[src/rtl/config_regs_cfg.svh]
/*
 Register offsets, field positions and reset values of the low
 configuration register bank. Assumes 12-bit byte addresses, 8-bit data.
*/
// How it works
// RULE1 - Writes to unmapped addresses change nothing
// RULE2 - Host never alters reserved registers
// RULE3 - Host writes defaults into reserved bits
// RULE4 - SPI config mirrors enable, order, reset pairs
// RULE5 - I2C config: only soft reset bits work
// RULE6 - Readback select at bit 0 only
// RULE7 - Sixteen-bit customer version across two bytes
// RULE8 - Ten-bit reference A divider across two bytes
// RULE9 - Ten-bit reference B divider across two bytes
// RULE10 - Six-bit test reference divider field
// RULE11 - Soft reset restores defaults, then self-clears
`ifndef CONFIG_REGS_CFG_SVH
`define CONFIG_REGS_CFG_SVH

`define ADDR_SERIAL_PORT_CONFIG 12'h000
`define ADDR_READBACK_SELECT 12'h004
`define ADDR_CUSTOMER_VERSION_LOW 12'h005
`define ADDR_CUSTOMER_VERSION_HIGH 12'h006
`define ADDR_REF_A_DIVIDER_LOW 12'h010
`define ADDR_REF_A_DIVIDER_HIGH 12'h011
`define ADDR_REF_B_DIVIDER_LOW 12'h012
`define ADDR_REF_B_DIVIDER_HIGH 12'h013
`define ADDR_TEST_REF_DIVIDER 12'h014

`define BIT_OUT_ENABLE_HI 7
`define BIT_ORDER_HI 6
`define BIT_SOFT_RESET_HI 5
`define BIT_SOFT_RESET_LO 2
`define BIT_ORDER_LO 1
`define BIT_OUT_ENABLE_LO 0
`define BIT_READBACK_ACTIVE 0
`define TEST_DIV_WIDTH 6
`define REF_DIV_WIDTH 10

`define RESET_BYTE 8'h00
`define RESET_REF_DIV 10'h000
`define RESET_TEST_DIV 6'h00
`define RESET_VERSION 16'h0000

`endif

[src/rtl/config_regs_pkg.sv]
/*
 Types shared by the configuration register bank.
 Assumes the cfg header supplies all numeric constants.
*/
package config_regs_pkg;

	typedef struct packed {
		logic sdo_enable;
		logic lsb_first;
		logic readback_active;
		logic [15:0] customer_version;
		logic [9:0] ref_a_div;
		logic [9:0] ref_b_div;
		logic [5:0] test_ref_div;
	} config_state_t;

	typedef struct packed {
		logic wr;
		logic rd;
		logic [11:0] addr;
		logic [7:0] wdata;
	} reg_access_t;

	typedef enum logic [1:0] {
		ST_RUN = 2'b01,
		ST_SOFT_RESET = 2'b10
	} reset_state_t;

endpackage : config_regs_pkg

[src/rtl/clock_chip_config_regs_low.sv]
/*
 Low configuration register bank of the dual-loop clock generator:
 serial port setup, readback select, customer version, input loop
 reference dividers. Assumes a serial port front end that presents
 one decoded byte access per cycle, synchronous to core_clk.
*/
`timescale 1ns/100ps
`include "config_regs_cfg.svh"

module clock_chip_config_regs_low
	import config_regs_pkg::*;
(
	input wire logic core_clk,
	input wire logic rst_n,
	input wire logic i2c_mode,
	input wire reg_access_t access,
	output logic [7:0] rdata,
	output logic rvalid,
	output logic sdo_enable,
	output logic lsb_first,
	output logic readback_active,
	output logic soft_reset_busy,
	output logic [15:0] customer_version,
	output logic [9:0] reference_a_input_div,
	output logic [9:0] reference_b_input_div,
	output logic [5:0] test_ref_div
);

	config_state_t cfg;
	logic serial_out_on;
	logic order_lsb;
	logic rb_active;
	logic [15:0] version;
	logic [9:0] div_a;
	logic [9:0] div_b;
	logic [5:0] div_test;
	reset_state_t rst_state;
	logic [7:0] next_rdata;
	logic hit;
	logic cfg_write;
	logic soft_reset_req;

	function automatic logic wr_at(input reg_access_t a,
		input logic [11:0] target);
		wr_at = a.wr && (a.addr == target);
	endfunction : wr_at

	// Either mirrored soft reset bit asks for a reset in both modes
	assign soft_reset_req = wr_at(access, `ADDR_SERIAL_PORT_CONFIG) &&
		(access.wdata[`BIT_SOFT_RESET_HI] ||
		access.wdata[`BIT_SOFT_RESET_LO]); // [RULE4] [RULE5] [RULE11]

	// Writes are dropped while a soft reset is in flight
	assign cfg_write = access.wr && (rst_state == ST_RUN) && !soft_reset_req;

	always_ff @(posedge core_clk) begin
		if (!rst_n) begin
			rst_state <= ST_RUN;
		end else begin
			unique case (rst_state)
				ST_RUN:
					if (soft_reset_req)
						rst_state <= ST_SOFT_RESET; // [RULE11]
				ST_SOFT_RESET:
					rst_state <= ST_RUN; // [RULE11]
				default:
					rst_state <= ST_RUN;
			endcase
		end
	end

	always_ff @(posedge core_clk) begin
		if (!rst_n || rst_state == ST_SOFT_RESET) begin // [RULE11]
			serial_out_on <= 1'b0;
			order_lsb <= 1'b0;
		end else if (cfg_write && !i2c_mode && // [RULE5]
			access.addr == `ADDR_SERIAL_PORT_CONFIG) begin
			// Either mirror position sets the feature
			serial_out_on <= access.wdata[`BIT_OUT_ENABLE_HI] ||
				access.wdata[`BIT_OUT_ENABLE_LO]; // [RULE4]
			order_lsb <= access.wdata[`BIT_ORDER_HI] ||
				access.wdata[`BIT_ORDER_LO]; // [RULE4]
		end
	end

	always_ff @(posedge core_clk) begin
		if (!rst_n || rst_state == ST_SOFT_RESET) begin // [RULE11]
			rb_active <= 1'b0;
			version <= `RESET_VERSION;
			div_a <= `RESET_REF_DIV;
			div_b <= `RESET_REF_DIV;
			div_test <= `RESET_TEST_DIV;
		end else if (cfg_write) begin
			// Unlisted addresses take the empty default arm and leave state alone
			unique case (access.addr) // [RULE1]
				`ADDR_READBACK_SELECT:
					rb_active <=
						access.wdata[`BIT_READBACK_ACTIVE]; // [RULE6]
				`ADDR_CUSTOMER_VERSION_LOW:
					version[7:0] <= access.wdata; // [RULE7]
				`ADDR_CUSTOMER_VERSION_HIGH:
					version[15:8] <= access.wdata; // [RULE7]
				`ADDR_REF_A_DIVIDER_LOW:
					div_a[7:0] <= access.wdata; // [RULE8]
				`ADDR_REF_A_DIVIDER_HIGH:
					div_a[9:8] <= access.wdata[1:0]; // [RULE8]
				`ADDR_REF_B_DIVIDER_LOW:
					div_b[7:0] <= access.wdata; // [RULE9]
				`ADDR_REF_B_DIVIDER_HIGH:
					div_b[9:8] <= access.wdata[1:0]; // [RULE9]
				`ADDR_TEST_REF_DIVIDER:
					div_test <= access.wdata[5:0]; // [RULE10]
				default: begin
				end
			endcase
		end
	end

	// Separate flops keep each process the sole writer of what it owns
	assign cfg = '{
		sdo_enable: serial_out_on,
		lsb_first: order_lsb,
		readback_active: rb_active,
		customer_version: version,
		ref_a_div: div_a,
		ref_b_div: div_b,
		test_ref_div: div_test
	};

	config_read_mux u_read_mux (
		.addr(access.addr),
		.i2c_mode(i2c_mode),
		.cfg(cfg),
		.rdata(next_rdata),
		.hit(hit)
	);

	// Unmapped reads answer zero so the host never sees stale bytes
	always_ff @(posedge core_clk) begin
		if (!rst_n) begin
			rdata <= `RESET_BYTE;
			rvalid <= 1'b0;
		end else begin
			rvalid <= access.rd;
			rdata <= (access.rd && hit) ? next_rdata : `RESET_BYTE;
		end
	end

	assign sdo_enable = cfg.sdo_enable;
	assign lsb_first = cfg.lsb_first;
	assign readback_active = cfg.readback_active;
	assign customer_version = cfg.customer_version;
	assign reference_a_input_div = cfg.ref_a_div;
	assign reference_b_input_div = cfg.ref_b_div;
	assign test_ref_div = cfg.test_ref_div;
	assign soft_reset_busy = (rst_state == ST_SOFT_RESET);

endmodule : clock_chip_config_regs_low

[src/rtl/config_read_mux.sv]
/*
 Read data multiplexer for the configuration register bank.
 Assumes state fields already hold their committed values.
*/
`timescale 1ns/100ps
`include "config_regs_cfg.svh"

module config_read_mux
	import config_regs_pkg::*;
(
	input wire logic [11:0] addr,
	input wire logic i2c_mode,
	input wire config_state_t cfg,
	output logic [7:0] rdata,
	output logic hit
);

	always_comb begin
		rdata = `RESET_BYTE;
		hit = 1'b1;
		unique case (addr)
			`ADDR_SERIAL_PORT_CONFIG: begin
				// Soft reset positions read zero; reset clears itself
				if (!i2c_mode) begin // [RULE4] [RULE5]
					rdata[`BIT_OUT_ENABLE_HI] = cfg.sdo_enable;
					rdata[`BIT_OUT_ENABLE_LO] = cfg.sdo_enable;
					rdata[`BIT_ORDER_HI] = cfg.lsb_first;
					rdata[`BIT_ORDER_LO] = cfg.lsb_first;
				end
			end
			`ADDR_READBACK_SELECT:
				rdata[`BIT_READBACK_ACTIVE] = cfg.readback_active; // [RULE6]
			`ADDR_CUSTOMER_VERSION_LOW:
				rdata = cfg.customer_version[7:0]; // [RULE7]
			`ADDR_CUSTOMER_VERSION_HIGH:
				rdata = cfg.customer_version[15:8]; // [RULE7]
			`ADDR_REF_A_DIVIDER_LOW:
				rdata = cfg.ref_a_div[7:0]; // [RULE8]
			`ADDR_REF_A_DIVIDER_HIGH:
				rdata[1:0] = cfg.ref_a_div[9:8]; // [RULE8]
			`ADDR_REF_B_DIVIDER_LOW:
				rdata = cfg.ref_b_div[7:0]; // [RULE9]
			`ADDR_REF_B_DIVIDER_HIGH:
				rdata[1:0] = cfg.ref_b_div[9:8]; // [RULE9]
			`ADDR_TEST_REF_DIVIDER:
				rdata[5:0] = cfg.test_ref_div; // [RULE10]
			default:
				hit = 1'b0;
		endcase
	end

endmodule : config_read_mux

[config.mk]
export PLATFORM = sky130hd
export DESIGN_NAME = clock_chip_config_regs_low
export DESIGN_NICKNAME = d
export VERILOG_FILES = /design/src/rtl/config_regs_pkg.sv /design/src/rtl/clock_chip_config_regs_low.sv /design/src/rtl/config_read_mux.sv
export VERILOG_INCLUDE_DIRS = /design/src /design/src/rtl
export SDC_FILE = /design/constraint.sdc
export NUM_CORES = 1
export LEC_CHECK = 0
export ABC_AREA = 0
export BUFFER_PORTS_ARGS = -buffer_cell sky130_fd_sc_hd__buf_2
export CORE_MARGIN = 2
export CORE_UTILIZATION = 33
export DETAILED_ROUTE_END_ITERATION = 16
export GPL_TIMING_DRIVEN = 0
export PLACE_DENSITY = 0.57
export SLEW_MARGIN = 15
export SYNTH_ARGS = -nofsm -noshare
export SYNTH_HDL_FRONTEND = slang
export SYNTH_SLANG_ARGS = --single-unit
[constraint.sdc]
create_clock -name core_clk -period 4.5 [get_ports core_clk]
set_input_delay 0.45 -clock core_clk [delete_from_list [all_inputs] [get_ports core_clk]]
set_output_delay 0.45 -clock core_clk [all_outputs]
set_load 0.02 [all_outputs]
== After elaboration in Yosys (flattened, before gate mapping) ==
Cells that the tools add are included.
Word-level totals
  latch bits: 0
  output and inout port bits: 55
  input port bits: 25
  memory bits (read-only): 0
  memory bits (writable): 0
  word-level logic and storage cells: 56
  memories kept: 0
  bits in registers: 56
Cells by class
  bitwise gates (word level): 0
  multiply operators: 0
  reduce and logical (&&, ||, !) cells: 26
  eq/ne operators: 10
  order comparisons: 0
  div/mod/pow operators: 0
  multiplexer cells: 7
  $add $sub $neg: 0
  shift operators: 0
Operator list (number)
  $eq A12 B5 Y1 const B: 5
  $eq A12 B3 Y1 const B: 3
  $pmux W4 S5: 1
  $reduce_and A2 Y1: 10
  $logic_not A12 Y1: 1
  $pmux W2 S5: 1
  $pmux W1 S9: 1
  $reduce_or A9 Y1: 1
  $pmux W1 S8: 1
  $logic_and A1 B1 Y1: 7
  $logic_or A1 B1 Y1: 4
  $mux W2: 2
  $logic_not A1 Y1: 3
  $eq A2 B1 Y1 const B: 1
  $eq A2 B2 Y1 const B: 1
  $mux W1: 1

== Depth between registers and ports, before layout ==
Gate-level depths: netlist of run 1.
  depth after elaboration: 7
  mapped depth: 7

== By module ==
A second synthesis of run 1 with hierarchy kept.
Unflattened totals
  cell total of the unflattened synthesis: 271
  area, all modules: 2693.8 µm²
By module, submodules not included
  clock_chip_config_regs_low: times used 1, cells each 196, area each 2165.8 µm²
  config_read_mux: times used 1, cells each 75, area each 528.0 µm²

== Worst setup path after synthesis of run 1 ==
OpenSTA, ideal clock, no wires.
  kind: in2reg
  start point: input access[17] (netlist name)
  end point: register version[14], in the netlist customer_version[14]
  slack: 2.409 ns
  buffers on the path: 2
  setup time: 0.132 ns
  arrival time: 1.958 ns
  required time: 4.368 ns
  stages: 6
  cells stage by stage: or4_4 or4_1 buf_2 buf_6 o21ai_1 a21oi_1
Between the ends
  word-level cells in the longest chain between the ends: 6
Ends and longest elaborated chain
  start, declared: RTL line clock_chip_config_regs_low.sv:16  | input wire reg_access_t access,
  $logic_not A12 Y1: RTL line clock_chip_config_regs_low.sv:45  | wr_at = a.wr && (a.addr == target);
  $logic_and A1 B1 Y1: RTL line clock_chip_config_regs_low.sv:45
  $logic_and A1 B1 Y1: RTL line clock_chip_config_regs_low.sv:49  | assign soft_reset_req = wr_at(access, `ADDR_SERIAL_PORT_CONFIG) &&
  $logic_not A1 Y1: RTL line clock_chip_config_regs_low.sv:54  | assign cfg_write = access.wr && (rst_state == ST_RUN) && !soft_reset_req;
  $logic_and A1 B1 Y1: RTL line clock_chip_config_regs_low.sv:54
  $reduce_and A2 Y1 (no line) *
  end signal, assigned: RTL line clock_chip_config_regs_low.sv:89  | version <= `RESET_VERSION;
  end signal, assigned: RTL line clock_chip_config_regs_low.sv:102  | version[15:8] <= access.wdata;
  end, declared: RTL line clock_chip_config_regs_low.sv:33  | logic [15:0] version;
Every way passes the cells marked *; elsewhere a longest branch is shown, timed or not.
A chain may end at the register's enable or synchronous reset.

== Final worst setup path of run 1 ==
  start point: input access[17] (netlist name)
  end point: register div_a[1], in the netlist reference_a_input_div[1]
Between the ends
  word-level cells in the longest chain between the ends: 6
Ends and longest elaborated chain
  $logic_not A12 Y1: RTL line clock_chip_config_regs_low.sv:45
  $logic_and A1 B1 Y1: RTL line clock_chip_config_regs_low.sv:45
  $logic_and A1 B1 Y1: RTL line clock_chip_config_regs_low.sv:49
  $logic_not A1 Y1: RTL line clock_chip_config_regs_low.sv:54
  $logic_and A1 B1 Y1: RTL line clock_chip_config_regs_low.sv:54
  $reduce_and A2 Y1 (no line) *
  end signal, assigned: RTL line clock_chip_config_regs_low.sv:90  | div_a <= `RESET_REF_DIV;
  end signal, assigned: RTL line clock_chip_config_regs_low.sv:104  | div_a[7:0] <= access.wdata;
  end, declared: RTL line clock_chip_config_regs_low.sv:34  | logic [9:0] div_a;
Marks and branches as above.

==> results.yml, run 1 <==
finish:
  antennaDiodeCount: 0
  fin_util_pct: 42.4
  final_design_area_no_fill_mm2: 0.00331
  fill_cells: 824
  multi_input_area_mm2: 0.00145
  seq_area_mm2: 0.00112
  fin_nets: 434
  final_cells: 512
  drive_above_1_share_pct: 25.9
  area_growth_pct: 22.6
die:
  io-pin-count: 80
  core_mm2: 0.00781
  die_h_um: 94.4
  die_area_mm2: 0.00891
  num_rows: 32
  start_util_pct: 34.6
  die_w_um: 94.4
pwr:
  finalPower_mw: 0.869
  ir_drop_v: 0.000120
  powerDensity_mw_per_mm2: 263
  p_leak_nw: 1.27
global_routing:
  antenna_found_initial: 0
  track_usage_pct: 20.6
  grt_pass1_vias: 2751
  grt_remaining_overflow: 0
  grt_max_degree: 19
  grt_pass1_wl_um: 14200
yosys:
  synth-edff-count: 0
  synth.avg_cell_area_um2: 8.33
  yosysTopAreaCellShare_pct: 41.6
  synth-main-ff-cell: "dfxtp_1"
  syn-cell-area_mm2: 0.00270
  ys_top_cells_by_area: "dfxtp_1 (42%), a21oi_1 (9.3%), nand3_1 (8.2%), o21ai_0 (6.3%), a22oi_1 (2.8%)"
  synth_cell_types: 39
  yosysMostFrequentCell: "dfxtp_1"
  async_flop_share_pct: 0
  ys_ff_latch: 56
  synth_seq_area_share_pct: 41.6
  synthCells: 324
  yosysWarnings: 0
  synth_top_cell_by_area: "dfxtp_1"
  yosys-top-cells-count: "dfxtp_1 (56), a21oi_1 (50), nand3_1 (44), o21ai_0 (34), clkbuf_1 (17)"
  synth_nets: 349
min_path:
  hold_class: "primary input to flop"
  min-delay-start: "rst_n"
cts:
  clk_pin_slew_ns: 0.11
  cts_buffers: 5
  cts_max_path_buffers: 2
  cts_tree: "yes"
  postCtsHoldBufs: 0
  clock-sinks: 56
  cts_max_level: 2
  cts_setup_buffers: 0
  cts-root-buf: "clkbuf_8"
  cts_resized: 0
  clk_latency_ns: 0.32
critical_path:
  worstPathMaxFanout: 8
  startpoint_type: "primary input"
  r2r-start: "rst_state[1]$_SDFFE_PN0P_"
  cp.required_ns: 4.70
  cp.arrival_ns: 2.43
  crit_path_end_kind: "flop"
  crit_type: "primary input to flop"
  startpoint: "access[17]"
  crit_chain: "buf_2 > nor4_1 > nand4_1 > o21ai_0 > a21oi_1"
  critPathMaxStageDelay_ns: 0.95
  crit_slowest_cell: "nor4_1"
sta:
  fin_crit_ns: 2.23
  slew_headroom_pct: 23.8
  max_freq_ghz: 0.448
  min_period_over_period_pct: 49.6
  fin_skew_ns: 0.00904
  worst-slew-pin-transition_ns: 1.13
  hold_viol_final: 0
  final.setup.tns_ns: 0
  timing.final.ws_setup_ns: 2.27
  finalSetupViolations: 0
  rsz0062_at_grt: "no"
  slew_violations: 0
  worst_hold_slack_ns: 0.338
routing:
  dr.pass1.iters: 5
  drc_errors: 0
  vias: 2841
  finalWirelength_um: 9120
  wl_met1_um: 4080
  vias_per_cell: 5.55
  final_antenna_net_count: 0
  top_layer_used: "met4"
  first_iter_violations: 284
  met3_length_um: 614
  wl_per_cell_um: 17.8
  wl_met2_um: 4280
place:
  dpl.hpwl_um: 6830
  gp_congestion: 0.887
  dpl.cell_count: 504
  dp_slack_ns: 2.01
  io_buffers: 78
  post_dp_cell_area_mm2: 0.00322
flow_run:
  drv_cap: 0
run_status:
  status: "finished clean"
-- worst max-delay path: cells and delay by family --
family | cells | cell delay, ns
AO/OA/AOI/OAI | 2 | 0.41
buffers and inverters | 1 | 0.11
AND/OR/NAND/NOR | 2 | 1.46
-- registers in the layout, summed over array words and instances, names as in the netlist --
signal / count
reference_a_input_div: 10
rdata: 8
rvalid: 1
lsb_first: 1
sdo_enable: 1
reference_b_input_div: 10
rst_state: 2
readback_active: 1
customer_version: 16
test_ref_div: 6
-- cell usage in the layout (no fill, tap or decap), drive strengths merged, types with 2 or more instances in the layout --
| cell | Yosys | final |
|---|---|---|
| clkinv | 0 | 2 |
| mux2i | 7 | 7 |
| and2 | 3 | 3 |
| nor2b | 3 | 3 |
| or2 | 2 | 2 |
| and3 | 3 | 3 |
| buf | 7 | 85 |
| nand2b | 5 | 5 |
| o21ai | 44 | 44 |
| clkbuf | 17 | 22 |
| nand3 | 44 | 44 |
| nand3b | 6 | 6 |
| nand4 | 2 | 2 |
| or4 | 4 | 4 |
| a211oi | 3 | 3 |
| a31oi | 5 | 5 |
| a22o | 5 | 5 |
| nand2 | 11 | 11 |
| a22oi | 10 | 10 |
| dfxtp | 56 | 56 |
| o31ai | 2 | 2 |
| nor3 | 9 | 9 |
| nor2 | 6 | 6 |
| inv | 4 | 5 |
| nor4 | 11 | 11 |
| a21oi | 50 | 50 |
-- metal layers --
layer	vias to the layer above	track usage, %
li1	1376	-
met4	0	4.83
met2	117	34.5
met5	-	0
met1	1336	28.3
met3	12	2.79
-- path summary, 6_finish.rpt --
| check | endpoint | slack [ns] | cells past startpoint |
|---|---|---|---|
| worst min register to register | reference_b_input_div[9]$_SDFFE_PP0P_ | 0.48 | 2 |
| worst max register to register | customer_version[14]$_SDFFE_PP0P_ | 2.40 | 6 |
| worst min-delay path | rst_state[0]$_SDFFE_PN1P_ | 0.34 | 2 |
| worst max-delay path | reference_a_input_div[1]$_SDFFE_PP0P_ | 2.27 | 5 |
-- cells by family (layout without fill, tap and decap cells) --
family | after synthesis | in the layout | synth area share [%]
AO/OA/AOI/OAI | 121 | 121 | 25.1
buffers and inverters | 28 | 114 | 4.55
AND/OR/NAND/NOR | 110 | 110 | 25.0
multiplexers | 9 | 9 | 3.85
flip-flops | 56 | 56 | 41.6
-- cell type report --
class	instances	area share, %
sequential	56	33.9
inverter	4	0.454
clock buffer	5	2.08
buffer	24	3.25
multi-input combinational	240	44.0
clock inverter	3	0.681
tap	102	3.86
timing repair buffer	78	11.8
-- power breakdown --
group	switching, mW	leakage [nW]	internal, mW
clock network	0.181	0.0485	0.112
registers	0.000102	0.451	0.496
logic	0.0590	0.767	0.0212
No activity file was read; power rests on OpenSTA's default activity.
==> run 2, diff against run 1 <==
clock period = 2.1 ns   (was 4.5 ns; I/O delays follow)
==> run 2 against run 1 <==
Compared with the run above:
- critical path depth stayed put
- sequential share of layout area down 0.15 points
- clock skew shrank 0.0024 ns
- sequential power up 110%
- hold slack got worse by 0.24 ns
- cell count is 0.39% higher
- wire length rose by 0.69%
- register-to-register slack got worse by 2.0 ns
- via count is the same
==> results.yml, run 2 (synthesized netlist as in run 1, its figures left out) <==
run_status:
  status: "finished clean"
pwr:
  ir_drop_v: 0.000265
  powerDensity_mw_per_mm2: 562
  finalPower_mw: 1.87
  p_leak_nw: 1.28
critical_path:
  cp.required_ns: 2.29
  ff2ff_path_depth: 6
  worstPathMaxFanout: 8
  crit_path_end_kind: "flop"
  crit_type: "primary input to flop"
  r2r-start: "rst_state[1]$_SDFFE_PN0P_"
  ff2ff_setup_slack_ns: 0.36
  startpoint_type: "primary input"
  startpoint: "access[17]"
  crit_end: "reference_a_input_div[4]$_SDFFE_PP0P_"
  cp.arrival_ns: 2.20
  r2r-end: "readback_active$_SDFFE_PP0P_"
place:
  dpl.hpwl_um: 6830
  gp_congestion: 0.887
  io_buffers: 78
  dpl.cell_count: 504
  dp_slack_ns: -0.153
cts:
  cts_max_level: 2
  cts_tree: "yes"
  clock-sinks: 56
  cts_setup_buffers: 0
  clk_pin_slew_ns: 0.11
  cts_buffers: 5
  clk_latency_ns: 0.32
  cts_resized: 0
  postCtsHoldBufs: 0
  cts_max_path_buffers: 2
  cts-root-buf: "clkbuf_8"
sta:
  timing.final.ws_setup_ns: 0.0937
  rsz0062_at_grt: "no"
  fin_skew_ns: 0.00663
  slew_violations: 0
  finalSetupViolations: 0
  fin_crit_ns: 2.01
  worst_hold_slack_ns: 0.101
  slew_headroom_pct: 25.4
  min_period_over_period_pct: 95.5
  max_freq_ghz: 0.498
  hold_viol_final: 0
  worst-slew-pin-transition_ns: 1.11
routing:
  finalWirelength_um: 9180
  dr.pass1.iters: 5
  drc_errors: 0
  first_iter_violations: 238
  wl_per_cell_um: 17.9
  vias: 2841
  final_antenna_net_count: 0
  vias_per_cell: 5.53
finish:
  drive_above_1_share_pct: 26.2
  final_common_cell: "buf_2"
  fill_cells: 825
  final_cells: 514
  largest_reg_flops: 16
  fin_nets: 436
  antennaDiodeCount: 0
  mostFrequentLayoutCells: "buf_2 (80), dfxtp_1 (56), a21oi_1 (50)"
  area_growth_pct: 23.1
die:
  die_area_mm2: 0.00891
  start_util_pct: 34.6
  io-pin-count: 80
  num_rows: 32
  die_w_um: 94.4
  die_h_um: 94.4
  core_mm2: 0.00781
flow_run:
  drv_cap: 0
global_routing:
  grt_pass1_vias: 2751
  antenna_found_initial: 0
  grt_pass1_wl_um: 14200
  grt_max_degree: 19
  track_usage_pct: 20.6
  grt_remaining_overflow: 0
min_path:
  hold_class: "primary input to flop"
-- run 2: worst max-delay path, cell delays in order --
cell and delay, ns:
buf_2 0.11, nor4_1 0.93, nand4_1 0.53, o21ai_0 0.33
a21oi_1 0.09
-- run 2: power by group --
| group | total [mW] | internal, mW | switching (mW) |
|---|---|---|---|
| clock | 0.628 | 0.241 | 0.387 |
| sequential | 1.06 | 1.06 | 0.000220 |
| combinational | 0.175 | 0.0479 | 0.127 |
| total | 1.87 | 1.35 | 0.515 |
-- run 2: worst min path at each step --
stage | from | endpoint | slack (ns) | depth (start not counted)
after floorplan | rst_n | rst_state[0]$_SDFFE_PN1P_ | 0.28 | 1
after global placement | rst_n | rst_state[0]$_SDFFE_PN1P_ | 0.42 | 2
after detailed placement | rst_n | rst_state[0]$_SDFFE_PN1P_ | 0.42 | 2
after CTS | rst_n | rst_state[0]$_SDFFE_PN1P_ | 0.09 | 2
after global routing | rst_n | rst_state[0]$_SDFFE_PN1P_ | 0.11 | 2
final | rst_n | rst_state[0]$_SDFFE_PN1P_ | 0.10 | 2
-- run 2: routing by layer --
metal	share of wire (%)	vias up	track usage, %
met5	0	-	0
met4	1.6	0	4.83
met3	6.1	13	2.79
met2	47	115	34.5
met1	45	1329	28.3
li1	-	1384	-
-- run 2: area by class of cell --
class                   instances  area, um^2  area share [%]
multi-input cells             240        1450            43.8
flip-flops and latches         56        1120            33.7
repair buffers                 80         405            12.2
well taps                     102         128            3.84
plain buffers                  24         108            3.24
clock buffers                   5        68.8            2.07
clock inverters                 3        22.5           0.678
inverters                       4        15.0           0.452
-- run 2: through the flow --
| step | area [um^2] | utilization [%] | setup TNS [ns] |
|---|---|---|---|
| global route | 3320 | 42.5 | 0 |
| global placement | 3220 | 41.2 | -1.76 |
| finish | 3320 | 42.5 | 0 |
| detailed placement | 3220 | 41.2 | -2.19 |
| CTS | 3310 | 42.4 | 0 |
| floorplan | 2700 | - | 0 |
==> run 3, diff against run 2 <==
CAP_MARGIN = 5   (was unset)
SYNTH_HIERARCHICAL = 1   (was unset)
==> run 3 against run 2 <==
Compared with the run above:
- cell area fell by 0.87%
- global-route usage fell by 2.8 points
- register-to-register slack worse by 0.18 ns
- highest routed layer unchanged
- sequential cell count unchanged
- via count is 18% lower
- non-clock buffer count decreased by 12
- sequential power about the same
- clock power is 4.0% lower
- clock skew is 0.00089 ns lower
==> results.yml, run 3 <==
finish:
  fin_nets: 380
  mostFrequentLayoutCells: "buf_2 (84), dfxtp_1 (56), nor2_1 (54)"
  fill_cells: 796
  largest_reg_flops: 16
  antennaDiodeCount: 0
  multi_input_area_mm2: 0.00148
  final_common_cell: "buf_2"
  final_cells: 458
  drive_above_1_share_pct: 30.6
  seq_area_mm2: 0.00112
  area_growth_pct: 22.2
sta:
  finalSetupViolations: 0
  min_period_over_period_pct: 91.6
  slew_violations: 0
  fin_crit_ns: 1.92
  rsz0062_at_grt: "no"
  slew_headroom_pct: 37.0
  worst-slew-pin-transition_ns: 0.939
  timing.final.ws_setup_ns: 0.177
  hold_viol_final: 0
  max_freq_ghz: 0.520
  fin_skew_ns: 0.00574
  final.setup.tns_ns: 0
cts:
  cts_buffers: 5
  postCtsHoldBufs: 0
  cts-root-buf: "clkbuf_8"
  cts_tree: "yes"
  clk_pin_slew_ns: 0.10
  cts_max_path_buffers: 2
  clk_latency_ns: 0.32
  clock-sinks: 56
  cts_setup_buffers: 0
  cts_max_level: 2
  cts_resized: 0
yosys:
  synth.avg_cell_area_um2: 9.94
  synth_nets: 296
  synth_cell_types: 42
  synth-compound-area-share_pct: 8.08
  yosys.area_share.simple_pct: 28.3
  synth_fa_ha_area_share_pct: 0
  ys_top_cells_by_area: "dfxtp_1 (42%), mux2i_1 (16%), nor2_1 (7.5%), nand4_4 (3.2%), nor4b_4 (2.6%)"
  syn-cell-area_mm2: 0.00269
  yosysMostFrequentCell: "dfxtp_1"
  synthMuxAreaShare_pct: 18.4
  synth-main-ff-cell: "dfxtp_1"
  yosys-top-cells-count: "dfxtp_1 (56), nor2_1 (54), mux2i_1 (44), and2_1 (11), buf_2 (7)"
  synth-edff-count: 0
  ys_ff_latch: 56
  synth-xor-area-share_pct: 0
  synth_top_family_by_area: "simple AND/OR/NAND/NOR gates"
  synth_seq_area_share_pct: 41.6
  synth_top_cell_by_area: "dfxtp_1"
  yosysWarnings: 6
  synthCells: 271
  yosysTopAreaCellShare_pct: 41.6
  async_flop_share_pct: 0
die:
  core_mm2: 0.00781
  die_h_um: 94.4
  num_rows: 32
  die_area_mm2: 0.00890
  io-pin-count: 80
  start_util_pct: 34.5
  die_w_um: 94.4
critical_path:
  crit_path_end_kind: "flop"
  crit_chain: "nor4b_4 > nand4_4 > mux2i_1 > nor2_1"
  crit_type: "flop to flop"
  worstPathMaxFanout: 10
  r2r-start: "rst_state[1]$_SDFFE_PN0P_"
  critPathMaxStageDelay_ns: 0.72
  cp.required_ns: 2.29
  crit_slowest_cell: "nor4b_4"
  startpoint: "rst_state[1]$_SDFFE_PN0P_"
  cp.arrival_ns: 2.12
  startpoint_type: "flop"
routing:
  wl_per_cell_um: 17.1
  dr.pass1.iters: 4
  vias: 2338
  first_iter_violations: 154
  final_antenna_net_count: 0
  drc_errors: 0
  vias_per_cell: 5.10
  finalWirelength_um: 7810
flow_run:
  drv_cap: 0
global_routing:
  track_usage_pct: 17.8
  grt_pass1_vias: 2219
  grt_pass1_wl_um: 12000
  antenna_found_initial: 0
  grt_max_degree: 18
  grt_remaining_overflow: 0
place:
  io_buffers: 77
  dpl.cell_count: 450
  gp_congestion: 0.843
  dpl.hpwl_um: 5650
  dp_slack_ns: 0.149
run_status:
  status: "finished clean"
min_path:
  hold_class: "primary input to flop"
  min-delay-start: "access[20]"
pwr:
  p_leak_nw: 1.70
  ir_drop_v: 0.000243
  powerDensity_mw_per_mm2: 552
==> run 3: stage by stage <==
step	cell area, um^2	hold slack (ns)	power (mW)	utilization, %
floorplan	2690	0.332	1.16	-
global placement	3210	0.436	1.24	41.1
detailed placement	3210	0.434	1.24	41.1
CTS	3290	0.0998	1.84	42.2
global route	3290	0.106	1.88	42.2
finish	3290	0.106	1.82	42.2
==> run 3: report_power, final <==
| part | internal, mW | switching, mW | leakage, nW |
|---|---|---|---|
| Combinational | 0.0484 | 0.104 | 1.20 |
| Sequential | 1.06 | 0.000225 | 0.451 |
| Clock | 0.239 | 0.364 | 0.0456 |
==> run 3: logic make-up (layout without fill, tap and decap cells) <==
logic type / count (synthesis) / count (layout)
AOI/OAI and AO/OA: 29 / 29
muxes: 49 / 49
DFF: 56 / 56
and+or+nand+nor: 120 / 120
buffers and inverters: 17 / 102
==> run 3: layout make-up <==
cell class | instances | area share, %
Clock buffer | 6 | 2.20
Sequential cell | 56 | 34.0
Clock inverter | 2 | 0.418
Tap cell | 102 | 3.88
Multi-Input combinational cell | 198 | 44.9
Timing Repair Buffer | 77 | 11.7
Inverter | 2 | 0.228
Buffer | 15 | 2.66
==> run 3: worst paths after layout <==
check	end	cells after the start	slack (ns)
hold / removal	rvalid$_SDFF_PN0_	2	0.11
setup reg to reg	reference_a_input_div[4]$_SDFFE_PP0P_	4	0.18
hold reg to reg	reference_a_input_div[9]$_SDFFE_PP0P_	2	0.52
setup / recovery	reference_a_input_div[4]$_SDFFE_PP0P_	4	0.18
==> run 3: metal layers <==
layer / vias to the layer above / GRT usage, % / share of wire [%]
met1: 1091 / 24.8 / 48
li1: 1157 / - / -
met4: 0 / 5.19 / 0.85
met5: - / 0 / 0
met3: 7 / 2.79 / 5.8
met2: 83 / 28.7 / 46
==> run 3: worst max-delay path: cells and delay by family (launching register included) <==
family | cells | cell delay (ns)
DFF | 1 | 0.34
and+or+nand+nor | 3 | 1.20
muxes | 1 | 0.26
